==> config.mk <==
export PLATFORM = sky130hd
export DESIGN_NAME = interrupt_priority_regs_b
export DESIGN_NICKNAME = d
export VERILOG_FILES = /design/src/design/prio_regs_pkg.sv /design/src/design/interrupt_priority_regs_b.sv
export VERILOG_INCLUDE_DIRS = /design/src /design/src/design
export SDC_FILE = /design/constraint.sdc
export NUM_CORES = 1
export LEC_CHECK = 0
export BUFFER_PORTS_ARGS = -buffer_cell sky130_fd_sc_hd__buf_4
export CORE_ASPECT_RATIO = 1.25
export CORE_MARGIN = 2
export CORE_UTILIZATION = 35
export DETAILED_ROUTE_END_ITERATION = 8
export SLEW_MARGIN = 20
export SYNTH_ARGS = -nofsm -noshare
export SYNTH_HDL_FRONTEND = slang
export SYNTH_SLANG_ARGS = --single-unit
export TNS_END_PERCENT = 5
==> constraint.sdc <==
create_clock -name aclk -period 2.9 [get_ports aclk]
set_clock_uncertainty 0.15 [all_clocks]
set_input_delay 0.145 -clock aclk [delete_from_list [all_inputs] [get_ports aclk]]
set_output_delay 0.145 -clock aclk [all_outputs]
set_load 0.02 [all_outputs]
==> src/design/prio_regs_defs.svh <==
// register offsets, field positions and reset values for the priority bank
// assumes a 32-bit axi4-lite word per register, byte addressed
`ifndef PRIO_REGS_DEFS_SVH
`define PRIO_REGS_DEFS_SVH

`define PRIO_ADDR_W 6
`define PRIO_OFF_11 6'h00
`define PRIO_OFF_12 6'h04
`define PRIO_OFF_13 6'h08
`define PRIO_OFF_15 6'h0c
`define PRIO_OFF_16 6'h10
`define PRIO_OFF_18 6'h14
`define PRIO_OFF_19 6'h18
`define PRIO_OFF_20 6'h1c

`define PRIO_FIELD_RST 3'h4
`define PRIO_DISABLED 3'h0

`define PRIO_MASK_11 16'h0077
`define PRIO_MASK_12 16'h0770
`define PRIO_MASK_13 16'h0770
`define PRIO_MASK_15 16'h0700
`define PRIO_MASK_16 16'h7770
`define PRIO_MASK_18 16'h0007
`define PRIO_MASK_19 16'h0070
`define PRIO_MASK_20 16'h7770

`define PRIO_RST_11 16'h0044
`define PRIO_RST_12 16'h0440
`define PRIO_RST_13 16'h0440
`define PRIO_RST_15 16'h0400
`define PRIO_RST_16 16'h4440
`define PRIO_RST_18 16'h0004
`define PRIO_RST_19 16'h0040
`define PRIO_RST_20 16'h4440

`define AXI_RESP_OKAY 2'h0
`define AXI_RESP_SLVERR 2'h2

`endif

==> src/design/prio_regs_pkg.sv <==
// types for the interrupt priority register bank
// assumes the defs header carries all numeric constants
package prio_regs_pkg;
	typedef logic [15:0] prio_word_t;
	typedef logic [2:0] prio_field_t;

	typedef enum logic [1:0] {
		wr_idle = 2'h0,
		wr_resp = 2'h1
	} wr_state_e;

	typedef enum logic [1:0] {
		rd_idle = 2'h0,
		rd_resp = 2'h1
	} rd_state_e;

	typedef struct packed {
		prio_word_t pc11;
		prio_word_t pc12;
		prio_word_t pc13;
		prio_word_t pc15;
		prio_word_t pc16;
		prio_word_t pc18;
		prio_word_t pc19;
		prio_word_t pc20;
		wr_state_e wst;
		logic aw_held;
		logic [5:0] aw_addr;
		logic w_held;
		logic [31:0] w_data;
		logic [3:0] w_strb;
		logic [1:0] bresp;
		rd_state_e rst;
		logic [31:0] rdata;
		logic [1:0] rresp;
	} state_s;
endpackage

==> src/design/interrupt_priority_regs_b.sv <==
// bank of eight 16-bit interrupt priority registers on an axi4-lite slave
// assumes one clock aclk, synchronous active-low reset, arbiter reads the *_prio outputs
//
// The address map and the AXI4-Lite slave port are this design's own decisions.
`timescale 1ns/1ps
`include "prio_regs_defs.svh"

module interrupt_priority_regs_b (
	input wire logic aclk, // system clock
	input wire logic aresetn, // synchronous reset, active low
	input wire logic [`PRIO_ADDR_W-1:0] s_axi_awaddr, // write address
	input wire logic [2:0] s_axi_awprot, // write protection, unused
	input wire logic s_axi_awvalid, // write address valid
	output logic s_axi_awready, // write address ready
	input wire logic [31:0] s_axi_wdata, // write data
	input wire logic [3:0] s_axi_wstrb, // write byte strobes
	input wire logic s_axi_wvalid, // write data valid
	output logic s_axi_wready, // write data ready
	output logic [1:0] s_axi_bresp, // write response
	output logic s_axi_bvalid, // write response valid
	input wire logic s_axi_bready, // write response ready
	input wire logic [`PRIO_ADDR_W-1:0] s_axi_araddr, // read address
	input wire logic [2:0] s_axi_arprot, // read protection, unused
	input wire logic s_axi_arvalid, // read address valid
	output logic s_axi_arready, // read address ready
	output logic [31:0] s_axi_rdata, // read data
	output logic [1:0] s_axi_rresp, // read response
	output logic s_axi_rvalid, // read data valid
	input wire logic s_axi_rready, // read data ready
	output logic [2:0] parallel_port_prio, // priority, 0 disables
	output logic [2:0] out_compare8_prio, // priority, 0 disables
	output logic [2:0] i2c2_master_prio, // priority, 0 disables
	output logic [2:0] i2c2_slave_prio, // priority, 0 disables
	output logic [2:0] ext_irq4_prio, // priority, 0 disables
	output logic [2:0] ext_irq3_prio, // priority, 0 disables
	output logic [2:0] calendar_clock_prio, // priority, 0 disables
	output logic [2:0] checksum_error_prio, // priority, 0 disables
	output logic [2:0] serial2_error_prio, // priority, 0 disables
	output logic [2:0] serial1_error_prio, // priority, 0 disables
	output logic [2:0] low_voltage_prio, // priority, 0 disables
	output logic [2:0] charge_timer_prio, // priority, 0 disables
	output logic [2:0] serial3_tx_prio, // priority, 0 disables
	output logic [2:0] serial3_rx_prio, // priority, 0 disables
	output logic [2:0] serial3_error_prio // priority, 0 disables
);

	prio_regs_pkg::state_s state_reg;
	prio_regs_pkg::state_s state_next;

	// merge a write into a register, only implemented bits move
	function automatic prio_regs_pkg::prio_word_t merge(
		input prio_regs_pkg::prio_word_t old,
		input logic [31:0] data,
		input logic [3:0] strb,
		input prio_regs_pkg::prio_word_t mask
	);
		prio_regs_pkg::prio_word_t lanes;
		lanes = {{8{strb[1]}}, {8{strb[0]}}};
		merge = (old & ~(lanes & mask)) | (data[15:0] & lanes & mask);
	endfunction

	function automatic logic known(input logic [`PRIO_ADDR_W-1:0] a);
		case (a)
			`PRIO_OFF_11, `PRIO_OFF_12, `PRIO_OFF_13, `PRIO_OFF_15,
			`PRIO_OFF_16, `PRIO_OFF_18, `PRIO_OFF_19, `PRIO_OFF_20: known = 1'b1;
			default: known = 1'b0;
		endcase
	endfunction

	logic aw_take;
	logic w_take;
	logic ar_take;
	logic [`PRIO_ADDR_W-1:0] wa;
	logic [`PRIO_ADDR_W-1:0] ra;
	logic [31:0] wd;
	logic [3:0] ws;
	prio_regs_pkg::prio_word_t rword;

	always_comb begin
		state_next = state_reg;
		aw_take = (state_reg.wst == prio_regs_pkg::wr_idle) && !state_reg.aw_held
			&& s_axi_awvalid;
		w_take = (state_reg.wst == prio_regs_pkg::wr_idle) && !state_reg.w_held
			&& s_axi_wvalid;
		ar_take = (state_reg.rst == prio_regs_pkg::rd_idle) && s_axi_arvalid;
		wa = state_reg.aw_held ? state_reg.aw_addr : s_axi_awaddr;
		wd = state_reg.w_held ? state_reg.w_data : s_axi_wdata;
		ws = state_reg.w_held ? state_reg.w_strb : s_axi_wstrb;
		ra = s_axi_araddr;
		rword = 16'h0000;
		case (state_reg.wst)
			prio_regs_pkg::wr_idle: begin
				if (aw_take) begin
					state_next.aw_held = 1'b1;
					state_next.aw_addr = s_axi_awaddr;
				end
				if (w_take) begin
					state_next.w_held = 1'b1;
					state_next.w_data = s_axi_wdata;
					state_next.w_strb = s_axi_wstrb;
				end
				if ((state_reg.aw_held || aw_take) && (state_reg.w_held || w_take)) begin
					state_next.aw_held = 1'b0;
					state_next.w_held = 1'b0;
					state_next.wst = prio_regs_pkg::wr_resp;
					state_next.bresp = known(wa) ? `AXI_RESP_OKAY : `AXI_RESP_SLVERR;
					case (wa)
						`PRIO_OFF_11: state_next.pc11 = merge(state_reg.pc11, wd, ws, `PRIO_MASK_11);
						`PRIO_OFF_12: state_next.pc12 = merge(state_reg.pc12, wd, ws, `PRIO_MASK_12);
						`PRIO_OFF_13: state_next.pc13 = merge(state_reg.pc13, wd, ws, `PRIO_MASK_13);
						`PRIO_OFF_15: state_next.pc15 = merge(state_reg.pc15, wd, ws, `PRIO_MASK_15);
						`PRIO_OFF_16: state_next.pc16 = merge(state_reg.pc16, wd, ws, `PRIO_MASK_16);
						`PRIO_OFF_18: state_next.pc18 = merge(state_reg.pc18, wd, ws, `PRIO_MASK_18);
						`PRIO_OFF_19: state_next.pc19 = merge(state_reg.pc19, wd, ws, `PRIO_MASK_19);
						`PRIO_OFF_20: state_next.pc20 = merge(state_reg.pc20, wd, ws, `PRIO_MASK_20);
						default: begin
						end
					endcase
				end
			end
			prio_regs_pkg::wr_resp: begin
				if (s_axi_bready) begin
					state_next.wst = prio_regs_pkg::wr_idle;
				end
			end
			default: state_next.wst = prio_regs_pkg::wr_idle;
		endcase
		case (ra)
			`PRIO_OFF_11: rword = state_reg.pc11;
			`PRIO_OFF_12: rword = state_reg.pc12;
			`PRIO_OFF_13: rword = state_reg.pc13;
			`PRIO_OFF_15: rword = state_reg.pc15;
			`PRIO_OFF_16: rword = state_reg.pc16;
			`PRIO_OFF_18: rword = state_reg.pc18;
			`PRIO_OFF_19: rword = state_reg.pc19;
			`PRIO_OFF_20: rword = state_reg.pc20;
			default: rword = 16'h0000;
		endcase
		case (state_reg.rst)
			prio_regs_pkg::rd_idle: begin
				if (ar_take) begin
					state_next.rst = prio_regs_pkg::rd_resp;
					state_next.rdata = {16'h0000, rword};
					state_next.rresp = known(ra) ? `AXI_RESP_OKAY : `AXI_RESP_SLVERR;
				end
			end
			prio_regs_pkg::rd_resp: begin
				if (s_axi_rready) begin
					state_next.rst = prio_regs_pkg::rd_idle;
				end
			end
			default: state_next.rst = prio_regs_pkg::rd_idle;
		endcase
	end

	always_ff @(posedge aclk) begin
		if (!aresetn) begin
			state_reg <= '0;
			state_reg.pc11 <= `PRIO_RST_11;
			state_reg.pc12 <= `PRIO_RST_12;
			state_reg.pc13 <= `PRIO_RST_13;
			state_reg.pc15 <= `PRIO_RST_15;
			state_reg.pc16 <= `PRIO_RST_16;
			state_reg.pc18 <= `PRIO_RST_18;
			state_reg.pc19 <= `PRIO_RST_19;
			state_reg.pc20 <= `PRIO_RST_20;
		end else begin
			state_reg <= state_next;
		end
	end

	assign s_axi_awready = (state_reg.wst == prio_regs_pkg::wr_idle) && !state_reg.aw_held;
	assign s_axi_wready = (state_reg.wst == prio_regs_pkg::wr_idle) && !state_reg.w_held;
	assign s_axi_bvalid = (state_reg.wst == prio_regs_pkg::wr_resp);
	assign s_axi_bresp = state_reg.bresp;
	assign s_axi_arready = (state_reg.rst == prio_regs_pkg::rd_idle);
	assign s_axi_rvalid = (state_reg.rst == prio_regs_pkg::rd_resp);
	assign s_axi_rdata = state_reg.rdata;
	assign s_axi_rresp = state_reg.rresp;

	// raw codes go out unchanged; the arbiter treats 0 as off, 1..7 as levels
	assign parallel_port_prio = state_reg.pc11[6:4];
	assign out_compare8_prio = state_reg.pc11[2:0];
	assign i2c2_master_prio = state_reg.pc12[10:8];
	assign i2c2_slave_prio = state_reg.pc12[6:4];
	assign ext_irq4_prio = state_reg.pc13[10:8];
	assign ext_irq3_prio = state_reg.pc13[6:4];
	assign calendar_clock_prio = state_reg.pc15[10:8];
	assign checksum_error_prio = state_reg.pc16[14:12];
	assign serial2_error_prio = state_reg.pc16[10:8];
	assign serial1_error_prio = state_reg.pc16[6:4];
	assign low_voltage_prio = state_reg.pc18[2:0];
	assign charge_timer_prio = state_reg.pc19[6:4];
	assign serial3_tx_prio = state_reg.pc20[14:12];
	assign serial3_rx_prio = state_reg.pc20[10:8];
	assign serial3_error_prio = state_reg.pc20[6:4];

	// both halves of a write on one edge, the case the field checks cover
	logic wr_fire;
	assign wr_fire = s_axi_awready && s_axi_awvalid && s_axi_wready && s_axi_wvalid;

	a_reset_level: assert property (@(posedge aclk)
		!aresetn |=> ext_irq4_prio == `PRIO_FIELD_RST && low_voltage_prio == `PRIO_FIELD_RST)
		else $error("priority not 4 after reset");
	a_reset_all: assert property (@(posedge aclk)
		!aresetn |=> parallel_port_prio == `PRIO_FIELD_RST
		&& out_compare8_prio == `PRIO_FIELD_RST && i2c2_master_prio == `PRIO_FIELD_RST
		&& i2c2_slave_prio == `PRIO_FIELD_RST && ext_irq3_prio == `PRIO_FIELD_RST
		&& calendar_clock_prio == `PRIO_FIELD_RST && checksum_error_prio == `PRIO_FIELD_RST
		&& serial2_error_prio == `PRIO_FIELD_RST && serial1_error_prio == `PRIO_FIELD_RST
		&& charge_timer_prio == `PRIO_FIELD_RST && serial3_tx_prio == `PRIO_FIELD_RST
		&& serial3_rx_prio == `PRIO_FIELD_RST && serial3_error_prio == `PRIO_FIELD_RST)
		else $error("field not 4 after reset");

	a_reg11_mask: assert property (@(posedge aclk) disable iff (!aresetn)
		(state_reg.pc11 & ~`PRIO_MASK_11) == 16'h0000)
		else $error("reg11 reserved bit set");
	a_reg16_mask: assert property (@(posedge aclk) disable iff (!aresetn)
		(state_reg.pc16 & ~`PRIO_MASK_16) == 16'h0000)
		else $error("reg16 reserved bit set");
	a_reg12_13: assert property (@(posedge aclk) disable iff (!aresetn)
		((state_reg.pc12 | state_reg.pc13) & ~`PRIO_MASK_12) == 16'h0000
		&& (state_reg.pc15 & ~`PRIO_MASK_15) == 16'h0000)
		else $error("reserved set");
	a_reg18_mask: assert property (@(posedge aclk) disable iff (!aresetn)
		(state_reg.pc18 & ~`PRIO_MASK_18) == 16'h0000)
		else $error("reg18 reserved bit set");
	a_reg19_mask: assert property (@(posedge aclk) disable iff (!aresetn)
		(state_reg.pc19 & ~`PRIO_MASK_19) == 16'h0000)
		else $error("reg19 reserved bit set");
	a_reg20_mask: assert property (@(posedge aclk) disable iff (!aresetn)
		(state_reg.pc20 & ~`PRIO_MASK_20) == 16'h0000)
		else $error("reg20 reserved bit set");

	a_unimpl_zero: assert property (@(posedge aclk) disable iff (!aresetn)
		s_axi_rvalid |-> s_axi_rdata[31:16] == 16'h0000)
		else $error("upper read bits set");

	a_write_lands: assert property (@(posedge aclk) disable iff (!aresetn)
		wr_fire && s_axi_wstrb[0] && s_axi_awaddr == `PRIO_OFF_18
		|=> low_voltage_prio == $past(s_axi_wdata[2:0]))
		else $error("low voltage write lost");
	a_reg20_tx: assert property (@(posedge aclk) disable iff (!aresetn)
		wr_fire && s_axi_wstrb[1] && s_axi_awaddr == `PRIO_OFF_20
		|=> serial3_tx_prio == $past(s_axi_wdata[14:12]))
		else $error("serial3 tx write lost");
	a_pport_write: assert property (@(posedge aclk) disable iff (!aresetn)
		wr_fire && s_axi_wstrb[0] && s_axi_awaddr == `PRIO_OFF_11
		|=> parallel_port_prio == $past(s_axi_wdata[6:4]))
		else $error("parallel port write lost");
	a_comp8_write: assert property (@(posedge aclk) disable iff (!aresetn)
		wr_fire && s_axi_wstrb[0] && s_axi_awaddr == `PRIO_OFF_11
		|=> out_compare8_prio == $past(s_axi_wdata[2:0]))
		else $error("compare 8 write lost");
	a_i2c_mst_write: assert property (@(posedge aclk) disable iff (!aresetn)
		wr_fire && s_axi_wstrb[1] && s_axi_awaddr == `PRIO_OFF_12
		|=> i2c2_master_prio == $past(s_axi_wdata[10:8]))
		else $error("i2c2 master write lost");
	a_i2c_slv_write: assert property (@(posedge aclk) disable iff (!aresetn)
		wr_fire && s_axi_wstrb[0] && s_axi_awaddr == `PRIO_OFF_12
		|=> i2c2_slave_prio == $past(s_axi_wdata[6:4]))
		else $error("i2c2 slave write lost");
	a_irq4_write: assert property (@(posedge aclk) disable iff (!aresetn)
		wr_fire && s_axi_wstrb[1] && s_axi_awaddr == `PRIO_OFF_13
		|=> ext_irq4_prio == $past(s_axi_wdata[10:8]))
		else $error("ext irq 4 write lost");
	a_irq3_write: assert property (@(posedge aclk) disable iff (!aresetn)
		wr_fire && s_axi_wstrb[0] && s_axi_awaddr == `PRIO_OFF_13
		|=> ext_irq3_prio == $past(s_axi_wdata[6:4]))
		else $error("ext irq 3 write lost");
	a_calendar_write: assert property (@(posedge aclk) disable iff (!aresetn)
		wr_fire && s_axi_wstrb[1] && s_axi_awaddr == `PRIO_OFF_15
		|=> calendar_clock_prio == $past(s_axi_wdata[10:8]))
		else $error("calendar write lost");
	a_checksum_write: assert property (@(posedge aclk) disable iff (!aresetn)
		wr_fire && s_axi_wstrb[1] && s_axi_awaddr == `PRIO_OFF_16
		|=> checksum_error_prio == $past(s_axi_wdata[14:12]))
		else $error("checksum write lost");
	a_ser2_write: assert property (@(posedge aclk) disable iff (!aresetn)
		wr_fire && s_axi_wstrb[1] && s_axi_awaddr == `PRIO_OFF_16
		|=> serial2_error_prio == $past(s_axi_wdata[10:8]))
		else $error("serial2 error write lost");
	a_ser1_write: assert property (@(posedge aclk) disable iff (!aresetn)
		wr_fire && s_axi_wstrb[0] && s_axi_awaddr == `PRIO_OFF_16
		|=> serial1_error_prio == $past(s_axi_wdata[6:4]))
		else $error("serial1 error write lost");
	a_charge_write: assert property (@(posedge aclk) disable iff (!aresetn)
		wr_fire && s_axi_wstrb[0] && s_axi_awaddr == `PRIO_OFF_19
		|=> charge_timer_prio == $past(s_axi_wdata[6:4]))
		else $error("charge timer write lost");
	a_ser3_rx_write: assert property (@(posedge aclk) disable iff (!aresetn)
		wr_fire && s_axi_wstrb[1] && s_axi_awaddr == `PRIO_OFF_20
		|=> serial3_rx_prio == $past(s_axi_wdata[10:8]))
		else $error("serial3 rx write lost");
	a_ser3_err_write: assert property (@(posedge aclk) disable iff (!aresetn)
		wr_fire && s_axi_wstrb[0] && s_axi_awaddr == `PRIO_OFF_20
		|=> serial3_error_prio == $past(s_axi_wdata[6:4]))
		else $error("serial3 error write lost");
	a_lane_off: assert property (@(posedge aclk) disable iff (!aresetn)
		wr_fire && !s_axi_wstrb[1] && s_axi_awaddr == `PRIO_OFF_20
		|=> serial3_tx_prio == $past(serial3_tx_prio))
		else $error("unstrobed lane changed");

	a_read_back: assert property (@(posedge aclk) disable iff (!aresetn)
		s_axi_arvalid && s_axi_arready && s_axi_araddr == `PRIO_OFF_19
		|=> s_axi_rvalid && s_axi_rdata[6:4] == $past(charge_timer_prio))
		else $error("charge timer readback wrong");
	a_read_reg11: assert property (@(posedge aclk) disable iff (!aresetn)
		s_axi_arvalid && s_axi_arready && s_axi_araddr == `PRIO_OFF_11
		|=> s_axi_rdata[15:0] == $past({9'h000, parallel_port_prio, 1'b0, out_compare8_prio}))
		else $error("reg11 readback wrong");
	a_read_reg12: assert property (@(posedge aclk) disable iff (!aresetn)
		s_axi_arvalid && s_axi_arready && s_axi_araddr == `PRIO_OFF_12
		|=> s_axi_rdata[15:0] == $past({5'h00, i2c2_master_prio, 1'b0, i2c2_slave_prio, 4'h0}))
		else $error("reg12 readback wrong");
	a_read_reg13: assert property (@(posedge aclk) disable iff (!aresetn)
		s_axi_arvalid && s_axi_arready && s_axi_araddr == `PRIO_OFF_13
		|=> s_axi_rdata[15:0] == $past({5'h00, ext_irq4_prio, 1'b0, ext_irq3_prio, 4'h0}))
		else $error("reg13 readback wrong");
	a_read_reg15: assert property (@(posedge aclk) disable iff (!aresetn)
		s_axi_arvalid && s_axi_arready && s_axi_araddr == `PRIO_OFF_15
		|=> s_axi_rdata[15:0] == $past({5'h00, calendar_clock_prio, 8'h00}))
		else $error("reg15 readback wrong");
	a_read_reg16: assert property (@(posedge aclk) disable iff (!aresetn)
		s_axi_arvalid && s_axi_arready && s_axi_araddr == `PRIO_OFF_16
		|=> s_axi_rdata[15:0] == $past({1'b0, checksum_error_prio, 1'b0, serial2_error_prio,
		1'b0, serial1_error_prio, 4'h0})) else $error("reg16 readback wrong");
	a_read_reg18: assert property (@(posedge aclk) disable iff (!aresetn)
		s_axi_arvalid && s_axi_arready && s_axi_araddr == `PRIO_OFF_18
		|=> s_axi_rdata[15:0] == $past({13'h0000, low_voltage_prio}))
		else $error("reg18 readback wrong");
	a_read_reg20: assert property (@(posedge aclk) disable iff (!aresetn)
		s_axi_arvalid && s_axi_arready && s_axi_araddr == `PRIO_OFF_20
		|=> s_axi_rdata[15:0] == $past({1'b0, serial3_tx_prio, 1'b0, serial3_rx_prio,
		1'b0, serial3_error_prio, 4'h0})) else $error("reg20 readback wrong");

	a_bresp_hold: assert property (@(posedge aclk) disable iff (!aresetn)
		s_axi_bvalid && !s_axi_bready |=> s_axi_bvalid)
		else $error("bvalid dropped");
	a_rvalid_hold: assert property (@(posedge aclk) disable iff (!aresetn)
		s_axi_rvalid && !s_axi_rready |=> s_axi_rvalid && $stable(s_axi_rdata))
		else $error("read answer dropped");
	a_bresp_stable: assert property (@(posedge aclk) disable iff (!aresetn)
		s_axi_bvalid && !s_axi_bready |=> $stable(s_axi_bresp))
		else $error("write response moved");
	a_aw_blocked: assert property (@(posedge aclk) disable iff (!aresetn)
		s_axi_bvalid |-> !s_axi_awready && !s_axi_wready)
		else $error("write taken while answer pending");
	a_ar_blocked: assert property (@(posedge aclk) disable iff (!aresetn)
		s_axi_rvalid |-> !s_axi_arready)
		else $error("read taken while answer pending");
	a_bad_write: assert property (@(posedge aclk) disable iff (!aresetn)
		wr_fire && !known(s_axi_awaddr) |=> s_axi_bresp == `AXI_RESP_SLVERR)
		else $error("unmapped write not refused");
	a_good_read: assert property (@(posedge aclk) disable iff (!aresetn)
		s_axi_arvalid && s_axi_arready && known(s_axi_araddr) |=> s_axi_rresp == `AXI_RESP_OKAY)
		else $error("mapped read refused");
	a_write_answer: assert property (@(posedge aclk) disable iff (!aresetn)
		wr_fire |=> s_axi_bvalid)
		else $error("write not answered");
	a_read_answer: assert property (@(posedge aclk) disable iff (!aresetn)
		s_axi_arvalid && s_axi_arready |=> s_axi_rvalid)
		else $error("read not answered");
	a_prio_stable: assert property (@(posedge aclk) disable iff (!aresetn)
		!$rose(s_axi_bvalid) |-> $stable({parallel_port_prio, out_compare8_prio,
		i2c2_master_prio, i2c2_slave_prio, ext_irq4_prio, ext_irq3_prio,
		calendar_clock_prio, checksum_error_prio, serial2_error_prio,
		serial1_error_prio, low_voltage_prio, charge_timer_prio, serial3_tx_prio,
		serial3_rx_prio, serial3_error_prio}))
		else $error("priority moved without a write");

	c_write: cover property (@(posedge aclk) s_axi_bvalid && s_axi_bready);
	c_read: cover property (@(posedge aclk) s_axi_rvalid && s_axi_rready);
	c_disable: cover property (@(posedge aclk) serial3_error_prio == `PRIO_DISABLED);
	c_bad_addr: cover property (@(posedge aclk) s_axi_rvalid && s_axi_rresp == `AXI_RESP_SLVERR);
	c_one_lane: cover property (@(posedge aclk) wr_fire && s_axi_wstrb == 4'h2);
endmodule

==> flow_metrics.py, run 1 <==
metrics = {
    "setup_path": {
        "r2r_start": "state_reg[81]$_SDFFE_PN0P_",
        "critPathKind": "primary input to register",
        "r2r_slack_ns": 0.58,
        "rr_worst_depth": 4,
        "r2r-end": "parallel_port_prio[0]$_SDFFE_PN0P_",
        "endpoint_kind": "register",
        "arrival_ns": 2.50,
        "cp-start-kind": "primary input",
        "cp_data_required_time_ns": 3.01,
        "crit_path_max_fanout": 6,
    },
    "grt": {
        "grt_pass1_wl_um": 17000,
        "met1_usage_pct": 19.0,
        "grt_max_degree": 55,
        "grt_pass1_vias": 3359,
        "grt_antenna_before_repair": 0,
        "overflow": 0,
        "met3_usage_pct": 3.22,
        "globalRouteTotalUtil_pct": 15.3,
        "busiest_layer": "met2",
        "globalRouteMet2Util_pct": 26.3,
    },
    "layout": {
        "stdcell_count": 728,
        "drive_gt1_share_pct": 25.2,
        "area.growth.synth_to_final_pct": 18.7,
        "final_cell_mix": "101 x buf_4, 83 x dfxtp_1, 81 x nand2_1",
        "multi_input_area_mm2": 0.00221,
        "fill_cells": 1292,
        "diodes": 0,
        "mostFrequentLayoutCell": "buf_4",
        "final_nets": 617,
        "largest_reg_flops": 24,
        "regArea_mm2": 0.00166,
    },
    "synth": {
        "synthSimpleGateAreaFrac_pct": 20.1,
        "yosys_warnings": 0,
        "synth_mux_area_share_pct": 17.1,
        "synth_seq_cells": 83,
        "yosysUniqueCellTypes": 44,
        "yosys.area_share.adder_pct": 0,
        "synth_compound_area_share_pct": 9.80,
        "async_flop_share_pct": 0,
        "syn-mean-instance-area_um2": 8.96,
        "synthXorXnorAreaFrac_pct": 0,
        "netlist_area_mm2": 0.00453,
        "synth_edf_count": 0,
        "seq_area_frac_synth_pct": 36.7,
        "synth_ff_type": "dfxtp_1",
        "synth_cells": 506,
        "synth_top_family_by_area": "simple AND/OR/NAND/NOR gates",
    },
    "clock_network": {
        "clockBufferDepth": 2,
        "cts_setup_buffers": 0,
        "cts_tree": "done",
        "cts_buffers": 9,
        "cts.sinks": 83,
        "cts-htree-levels": 3,
        "cts_resized": 0,
        "clkLatencyLatePin_ns": 0.33,
        "path_clk_slew_ns": 0.06,
        "holdBufCountCts": 26,
        "root_buffer": "clkbuf_16",
    },
    "routing": {
        "routed_wl_um": 10500,
        "drtIter0Drc": 150,
        "drc": 0,
        "antenna_left": 0,
        "vias": 3427,
        "routedWlPerCell_um": 14.4,
        "vias_per_cell": 4.71,
        "dr.pass1.iters": 4,
    },
    "sta": {
        "fmax_mhz": 419,
        "hold_viol": 0,
        "worst_pin_slew_ns": 0.823,
        "maxSlewViolCount": 0,
        "setup_ws_ns": 0.511,
        "period_share_pct": 82.4,
        "finalSetupViolCount": 0,
        "relSlewSlack_pct": 44.7,
        "finalSetupTns_ns": 0,
        "min_period_ns": 2.39,
        "rsz0062_at_grt": "no",
    },
    "place": {
        "placed_cells": 687,
        "io_buffers": 96,
        "gp_congestion": 0.763,
        "hpwl_um": 7930,
        "post-place-ws_ns": 0.604,
    },
    "worst_hold_path": {
        "holdPathStages": 3,
        "hold-path-endpoint": "s_axi_rdata[14]$_SDFFE_PN0P_",
        "hp-start": "s_axi_araddr[4]",
        "hold_path.class": "primary input to register",
    },
    "power": {
        "p_leak_nw": 2.39,
        "peakVddDrop_uv": 207,
        "power.density_mw_per_mm2": 479,
    },
    "floorplanning": {
        "dieWidth_um": 106,
        "num_rows": 46,
        "die_y_um": 131,
        "core_mm2": 0.0127,
        "pin_count": 147,
        "dieArea_mm2": 0.0139,
        "start_util_pct": 35.8,
    },
    "run_status": {
        "status": "finished, final reports clean",
    },
    "flow_run": {
        "drv_cap": 0,
    },
}
## power breakdown
group,internal (mW),switching (mW)
logic,0.151,0.198
clock network,0.597,0.440
registers,1.17,0.0249
total,1.92,0.663
## per-layer routing
| layer | vias up | wire (um) |
|---|---|---|
| met5 | - | 0 |
| met4 | 0 | 160 |
| met3 | 9 | 471 |
| met2 | 91 | 5160 |
| met1 | 1608 | 4720 |
| li1 | 1719 | - |
## through the flow
stage | total power [mW] | util [%] | cell area, um^2 | hold slack [ns]
finish | 2.58 | 42.5 | 5380 | 0.0459
global route | 2.71 | 42.5 | 5380 | 0.0611
CTS | 2.62 | 42.5 | 5380 | 0.0353
detailed placement | 1.54 | 38.3 | 4850 | 0.238
global placement | 1.53 | 38.3 | 4850 | 0.233
floorplan | 1.46 | - | 4610 | 0.130
## worst max-delay path by stage
stage / from / to / slack, ns / cells after the start
after global placement: state_reg[81]$_SDFFE_PN0P_ / parallel_port_prio[0]$_SDFFE_PN0P_ / 0.68 / 4
after global routing: s_axi_awaddr[0] / parallel_port_prio[0]$_SDFFE_PN0P_ / 0.34 / 6
final: s_axi_awaddr[0] / parallel_port_prio[0]$_SDFFE_PN0P_ / 0.51 / 6
after floorplan: state_reg[81]$_SDFFE_PN0P_ / serial1_error_prio[0]$_SDFFE_PN0P_ / 0.88 / 6
after CTS: s_axi_awaddr[0] / parallel_port_prio[0]$_SDFFE_PN0P_ / 0.52 / 6
after detailed placement: state_reg[81]$_SDFFE_PN0P_ / parallel_port_prio[1]$_SDFFE_PN0P_ / 0.60 / 4
## critical path, cell delays in order
cell	delay [ns]
dlygate4sd3_1	0.54
buf_4	0.15
or4_1	0.55
a211oi_2	0.42
and3b_1	0.46
mux2i_1	0.23
## logic make-up (layout without fill, tap and decap cells)
group | count (synthesis) | in the layout
and+or+nand+nor | 175 | 175
buffers and inverters | 112 | 145
DFF | 83 | 83
muxes | 75 | 75
AOI/OAI and AO/OA | 60 | 60
other | 1 | 22
## cell type report
| cell class | count | area share [%] |
|---|---|---|
| Multi-Input combinational cell | 332 | 41.1 |
| Sequential cell | 83 | 30.9 |
| Timing Repair Buffer | 127 | 18.9 |
| Clock buffer | 11 | 4.51 |
| Tap cell | 168 | 3.91 |
| Clock inverter | 4 | 0.512 |
| Inverter | 3 | 0.209 |
## cell usage after synthesis, types with 5 or more instances
cell | count | area share (%)
a21boi_0 | 14 | 2.3
nand2b_1 | 5 | 0.69
mux2_2 | 18 | 4.5
clkbuf_1 | 24 | 2.0
a22o_1 | 6 | 1.2
a21boi_1 | 7 | 1.2
buf_4 | 83 | 14
and2_1 | 5 | 0.69
o21ai_0 | 10 | 1.1
nor2_1 | 12 | 0.99
nand2_1 | 81 | 6.7
a21oi_1 | 7 | 0.77
mux2i_1 | 57 | 13
nand3_1 | 14 | 1.5
nand3b_1 | 8 | 1.3
dfxtp_1 | 83 | 37
nor2b_1 | 25 | 3.5
No activity file was read; power rests on OpenSTA's default activity.
==> run 2, diff against run 1 <==
Clock period 2.9 ns to 2.03 ns, I/O delays scaled along.
==> flow_metrics.py, run 2 (synthesized netlist as in run 1, its figures left out) <==
metrics = {
    "sta": {
        "hold_viol": 0,
        "worst_hold_slack_ns": 0.00688,
        "finalSetupTns_ns": 0,
        "relSlewSlack_pct": 56.7,
        "maxSlewViolCount": 0,
        "fmax_mhz": 506,
        "worst_pin_slew_ns": 0.648,
        "rsz0062_at_grt": "yes",
        "finalSetupViolCount": 0,
        "period_share_pct": 97.4,
        "min_period_ns": 1.98,
    },
    "routing": {
        "vias": 3485,
        "drc": 0,
        "antenna_left": 0,
        "routed_wl_um": 10700,
        "dr.pass1.iters": 4,
        "vias_per_cell": 4.69,
        "drtIter0Drc": 116,
        "routedWlPerCell_um": 14.4,
    },
    "layout": {
        "mostFrequentLayoutCell": "buf_4",
        "drive_gt1_share_pct": 28.2,
        "diodes": 0,
        "stdcell_count": 743,
        "regArea_mm2": 0.00166,
        "final_cell_mix": "113 x buf_4, 81 x nand2_1, 81 x dfxtp_1",
        "largest_reg_flops": 24,
        "design_area_mm2": 0.00557,
        "final_nets": 632,
        "multi_input_area_mm2": 0.00224,
        "fill_cells": 1279,
        "area.growth.synth_to_final_pct": 22.8,
    },
    "setup_path": {
        "path_delay_family": "simple AND/OR/NAND/NOR gates",
        "worst-path-buf-inv": 2,
        "arrival_ns": 2.05,
        "cp_slowest_cell": "or4b_4",
        "cpPeakStageDelay_ns": 0.49,
        "crit_chain": "buf_4 > or4b_4 > a211oi_4 > buf_6 > nand3b_4 > mux2i_1",
        "critPathKind": "register to register",
        "cp_data_required_time_ns": 2.11,
        "endpoint_kind": "register",
        "crit_path_max_fanout": 6,
        "cp-start-kind": "register",
    },
    "power": {
        "power.total_mw": 3.88,
        "power.density_mw_per_mm2": 697,
        "p_leak_nw": 2.49,
        "peakVddDrop_uv": 304,
    },
    "floorplanning": {
        "core_mm2": 0.0127,
        "pin_count": 147,
        "die_y_um": 131,
        "num_rows": 46,
        "dieArea_mm2": 0.0139,
        "start_util_pct": 35.8,
        "dieWidth_um": 106,
    },
    "place": {
        "hpwl_um": 8210,
        "io_buffers": 96,
        "placed_cells": 701,
        "placed_area_mm2": 0.00497,
        "gp_congestion": 0.787,
    },
    "clock_network": {
        "cts_buffers": 9,
        "clkLatencyLatePin_ns": 0.35,
        "cts.sinks": 83,
        "cts_tree": "done",
        "cts-htree-levels": 3,
        "path_clk_slew_ns": 0.06,
        "root_buffer": "clkbuf_16",
        "clockBufferDepth": 2,
    },
    "grt": {
        "grt_antenna_before_repair": 0,
        "grt_max_degree": 31,
        "globalRouteTotalUtil_pct": 15.6,
        "grt_pass1_wl_um": 17100,
        "overflow": 0,
        "grt_pass1_vias": 3315,
    },
    "flow_run": {
        "drv_cap": 0,
    },
    "worst_hold_path": {
        "hold_path.class": "primary input to register",
    },
    "run_status": {
        "status": "finished, final reports clean",
    },
}
## run 2: path summary, 6_finish.rpt
kind | startpoint | to | slack [ns] | cells past startpoint
min | s_axi_araddr[4] | s_axi_rdata[12]$_SDFFE_PN0P_ | 0.007 | 3
min reg2reg | state_reg[48]$_SDFFE_PN0P_ | state_reg[48]$_SDFFE_PN0P_ | 0.30 | 2
max reg2reg | state_reg[81]$_SDFFE_PN0P_ | checksum_error_prio[2]$_SDFFE_PN1P_ | 0.05 | 6
max | state_reg[81]$_SDFFE_PN0P_ | checksum_error_prio[2]$_SDFFE_PN1P_ | 0.05 | 6
## run 2: repair_timing
item,in CTS,in global routing
gates cloned,0,0
pin swaps,0,2
endpoints found under the setup margin,8,40
resized for setup,2,8
setup buffers,0,0
hold endpoints to repair,27,0
hold buffers,27,0
## run 2: worst register-to-register path, stage by stage (launching register included)
cell and delay [ns]:
dfxtp_2 0.35, buf_4 0.14, or4b_4 0.49, a211oi_4 0.27, buf_6 0.16, nand3b_4 0.15
mux2i_1 0.15
## run 2: report_power, final
| group | internal [mW] | total [mW] | leakage [nW] | switching (mW) |
|---|---|---|---|---|
| logic | 0.239 | 0.537 | 1.67 | 0.297 |
| clock network | 1.01 | 1.64 | 0.146 | 0.628 |
| registers | 1.67 | 1.70 | 0.674 | 0.0309 |
| total | 2.92 | 3.88 | 2.49 | 0.957 |
## run 2: final cells by class
type | count | share of cell area (%)
timing repair buffer | 142 | 20.7
tap | 168 | 3.78
clock inverter | 2 | 0.629
sequential | 83 | 29.9
inverter | 3 | 0.202
multi-input combinational | 332 | 40.2
clock buffer | 13 | 4.68
## run 2: routing by layer
layer | track usage [%] | up-vias | part of all wire, %
met4 | 6.43 | 0 | 1.7
met3 | 2.78 | 12 | 4.1
met2 | 27.1 | 94 | 50
li1 | - | 1751 | -
met5 | 0 | - | 0
met1 | 18.8 | 1628 | 44
## run 2: through the flow
step | util [%] | setup WS [ns]
4_1_cts | 43.8 | 0.00152
3_3_place_gp | 39.2 | 0.0282
3_5_place_dp | 39.2 | -0.00128
2_1_floorplan | - | 0.0104
6_report | 44.0 | 0.0521
5_1_grt | 44.0 | -0.0280
==> run 3, diff against run 2 <==
Settings changed: SETUP_SLACK_MARGIN set to 0.1.
==> flow_metrics.py, run 3 (synthesized netlist as in run 1, its figures left out) <==
metrics = {
    "grt": {
        "grt_pass1_wl_um": 17700,
        "grt_pass1_vias": 3462,
        "globalRouteTotalUtil_pct": 15.9,
        "grt_antenna_before_repair": 0,
        "overflow": 0,
        "grt_max_degree": 35,
    },
    "routing": {
        "vias_per_cell": 4.68,
        "routedWlPerCell_um": 14.5,
        "antenna_left": 0,
        "drc": 0,
        "routed_wl_um": 10900,
        "dr.pass1.iters": 4,
        "vias": 3495,
        "drtIter0Drc": 82,
    },
    "power": {
        "p_switching_uw": 982,
        "power_frac_comb_pct": 13.4,
        "swShare_pct": 24.4,
        "seqPwrFrac_pct": 42.2,
        "p_int_mw": 3.05,
        "p_leak_nw": 2.52,
        "pwr-share-clk_pct": 44.4,
        "power.density_mw_per_mm2": 719,
        "power.total_mw": 4.03,
        "peakVddDrop_uv": 444,
    },
    "place": {
        "hpwl_um": 8110,
        "io_buffers": 96,
        "gp_congestion": 0.774,
    },
    "setup_path": {
        "arrival_ns": 2.05,
        "cp-start-kind": "register",
        "cp_data_required_time_ns": 2.11,
        "r2r-end": "checksum_error_prio[2]$_SDFFE_PN1P_",
        "r2r_start": "state_reg[81]$_SDFFE_PN0P_",
        "r2r_slack_ns": 0.05,
        "cp_slowest_cell": "or4b_4",
        "critPathKind": "register to register",
        "crit_chain": "buf_6 > or4b_4 > a211oi_4 > buf_6 > nand3b_4 > mux2i_1",
        "path_common_cell": "buf_6",
        "crit_path_max_fanout": 9,
        "endpoint_kind": "register",
        "path_delay_family": "simple AND/OR/NAND/NOR gates",
        "cpPeakStageDelay_ns": 0.49,
        "worst-path-buf-inv": 2,
        "rr_worst_depth": 6,
    },
    "clock_network": {
        "clockBufferDepth": 2,
        "cts_tree": "done",
        "clkLatencyLatePin_ns": 0.34,
        "cts.sinks": 83,
        "root_buffer": "clkbuf_16",
        "path_clk_slew_ns": 0.06,
        "cts-htree-levels": 3,
        "cts_buffers": 9,
    },
    "floorplanning": {
        "pin_count": 147,
        "start_util_pct": 35.8,
        "num_rows": 46,
        "dieWidth_um": 106,
        "die_y_um": 131,
        "core_mm2": 0.0127,
        "dieArea_mm2": 0.0139,
    },
    "layout": {
        "diodes": 0,
        "final_nets": 634,
        "final_cell_mix": "113 x buf_4, 82 x dfxtp_1, 81 x nand2_1",
        "largest_reg_flops": 24,
        "mostFrequentLayoutCell": "buf_4",
        "area.growth.synth_to_final_pct": 23.8,
        "fin_util_pct": 44.3,
        "drive_gt1_share_pct": 28.2,
    },
    "sta": {
        "rsz0062_at_grt": "yes",
        "relSlewSlack_pct": 54.9,
        "period_share_pct": 97.5,
        "hold_viol": 0,
        "finalSetupViolCount": 0,
        "maxSlewViolCount": 0,
        "worst_hold_slack_ns": 0.0450,
        "min_period_ns": 1.98,
        "fmax_mhz": 505,
        "worst_pin_slew_ns": 0.676,
    },
    "flow_run": {
        "drv_cap": 0,
    },
    "run_status": {
        "status": "finished, final reports clean",
    },
    "worst_hold_path": {
        "holdPathStages": 2,
        "hold_path.class": "primary input to register",
        "hp-start": "aresetn",
        "hold-path-endpoint": "state_reg[56]$_SDFFE_PN0P_",
    },
}
run 3: power groups by stage:
stage                     sequential (mW)  clock (mW)  combinational (mW)
after CTS                            1.70        1.83               0.538
final                                1.70        1.79               0.542
after global routing                 1.71        1.89               0.593
after detailed placement             1.74           0               0.493
after global placement               1.73           0               0.485
after floorplan                      1.73           0               0.363
run 3: through the flow:
stage	cells	worst slack (ns)	TNS, ns	cell area [um^2]
final	746	0.0515	0	5610
after global routing	746	-0.0100	-0.0331	5610
after CTS	745	0.00127	0	5580
after detailed placement	701	-0.0248	-0.0654	4970
after global placement	701	0.0360	0	4970
after floorplan	527	0.0104	0	4610
run 3: metal layers:
metal / vias to the layer above / part of all wire, % / wire length [um] / global-route usage [%]
met2: 98 / 49 / 5330 / 26.8
li1: 1750 / - / - / -
met4: 0 / 2.2 / 234 / 7.60
met1: 1634 / 44 / 4820 / 19.6
met3: 13 / 4.3 / 466 / 2.43
met5: - / 0 / 0 / 0
run 3: area by class of cell:
type,instances,area (um^2)
clock buffer,11,253
clock inverter,5,75.1
fill,1266,7050
inverter,3,11.3
multi-input combinational,332,2230
sequential,83,1660
tap,168,210
timing repair buffer,144,1170
run 3: worst max-delay path by stage:
stage	to	start	depth (start not counted)
after global routing	checksum_error_prio[2]$_SDFFE_PN1P_	state_reg[81]$_SDFFE_PN0P_	6
after detailed placement	calendar_clock_prio[1]$_SDFFE_PN0P_	state_reg[81]$_SDFFE_PN0P_	5
final	checksum_error_prio[2]$_SDFFE_PN1P_	state_reg[81]$_SDFFE_PN0P_	6
after floorplan	serial1_error_prio[0]$_SDFFE_PN0P_	state_reg[81]$_SDFFE_PN0P_	6
after global placement	ext_irq3_prio[2]$_SDFFE_PN1P_	state_reg[75]$_SDFFE_PN0P_	5
after CTS	serial1_error_prio[0]$_SDFFE_PN0P_	state_reg[81]$_SDFFE_PN0P_	5
run 3: what timing repair did:
item / 4_1_cts / 5_1_grt
pin swaps: 0 / 2
resized for setup: 1 / 8
endpoints found under the hold margin: 28 / 0
hold buffers: 28 / 0
setup buffers: 0 / 1
endpoints found under the setup margin: 39 / 45
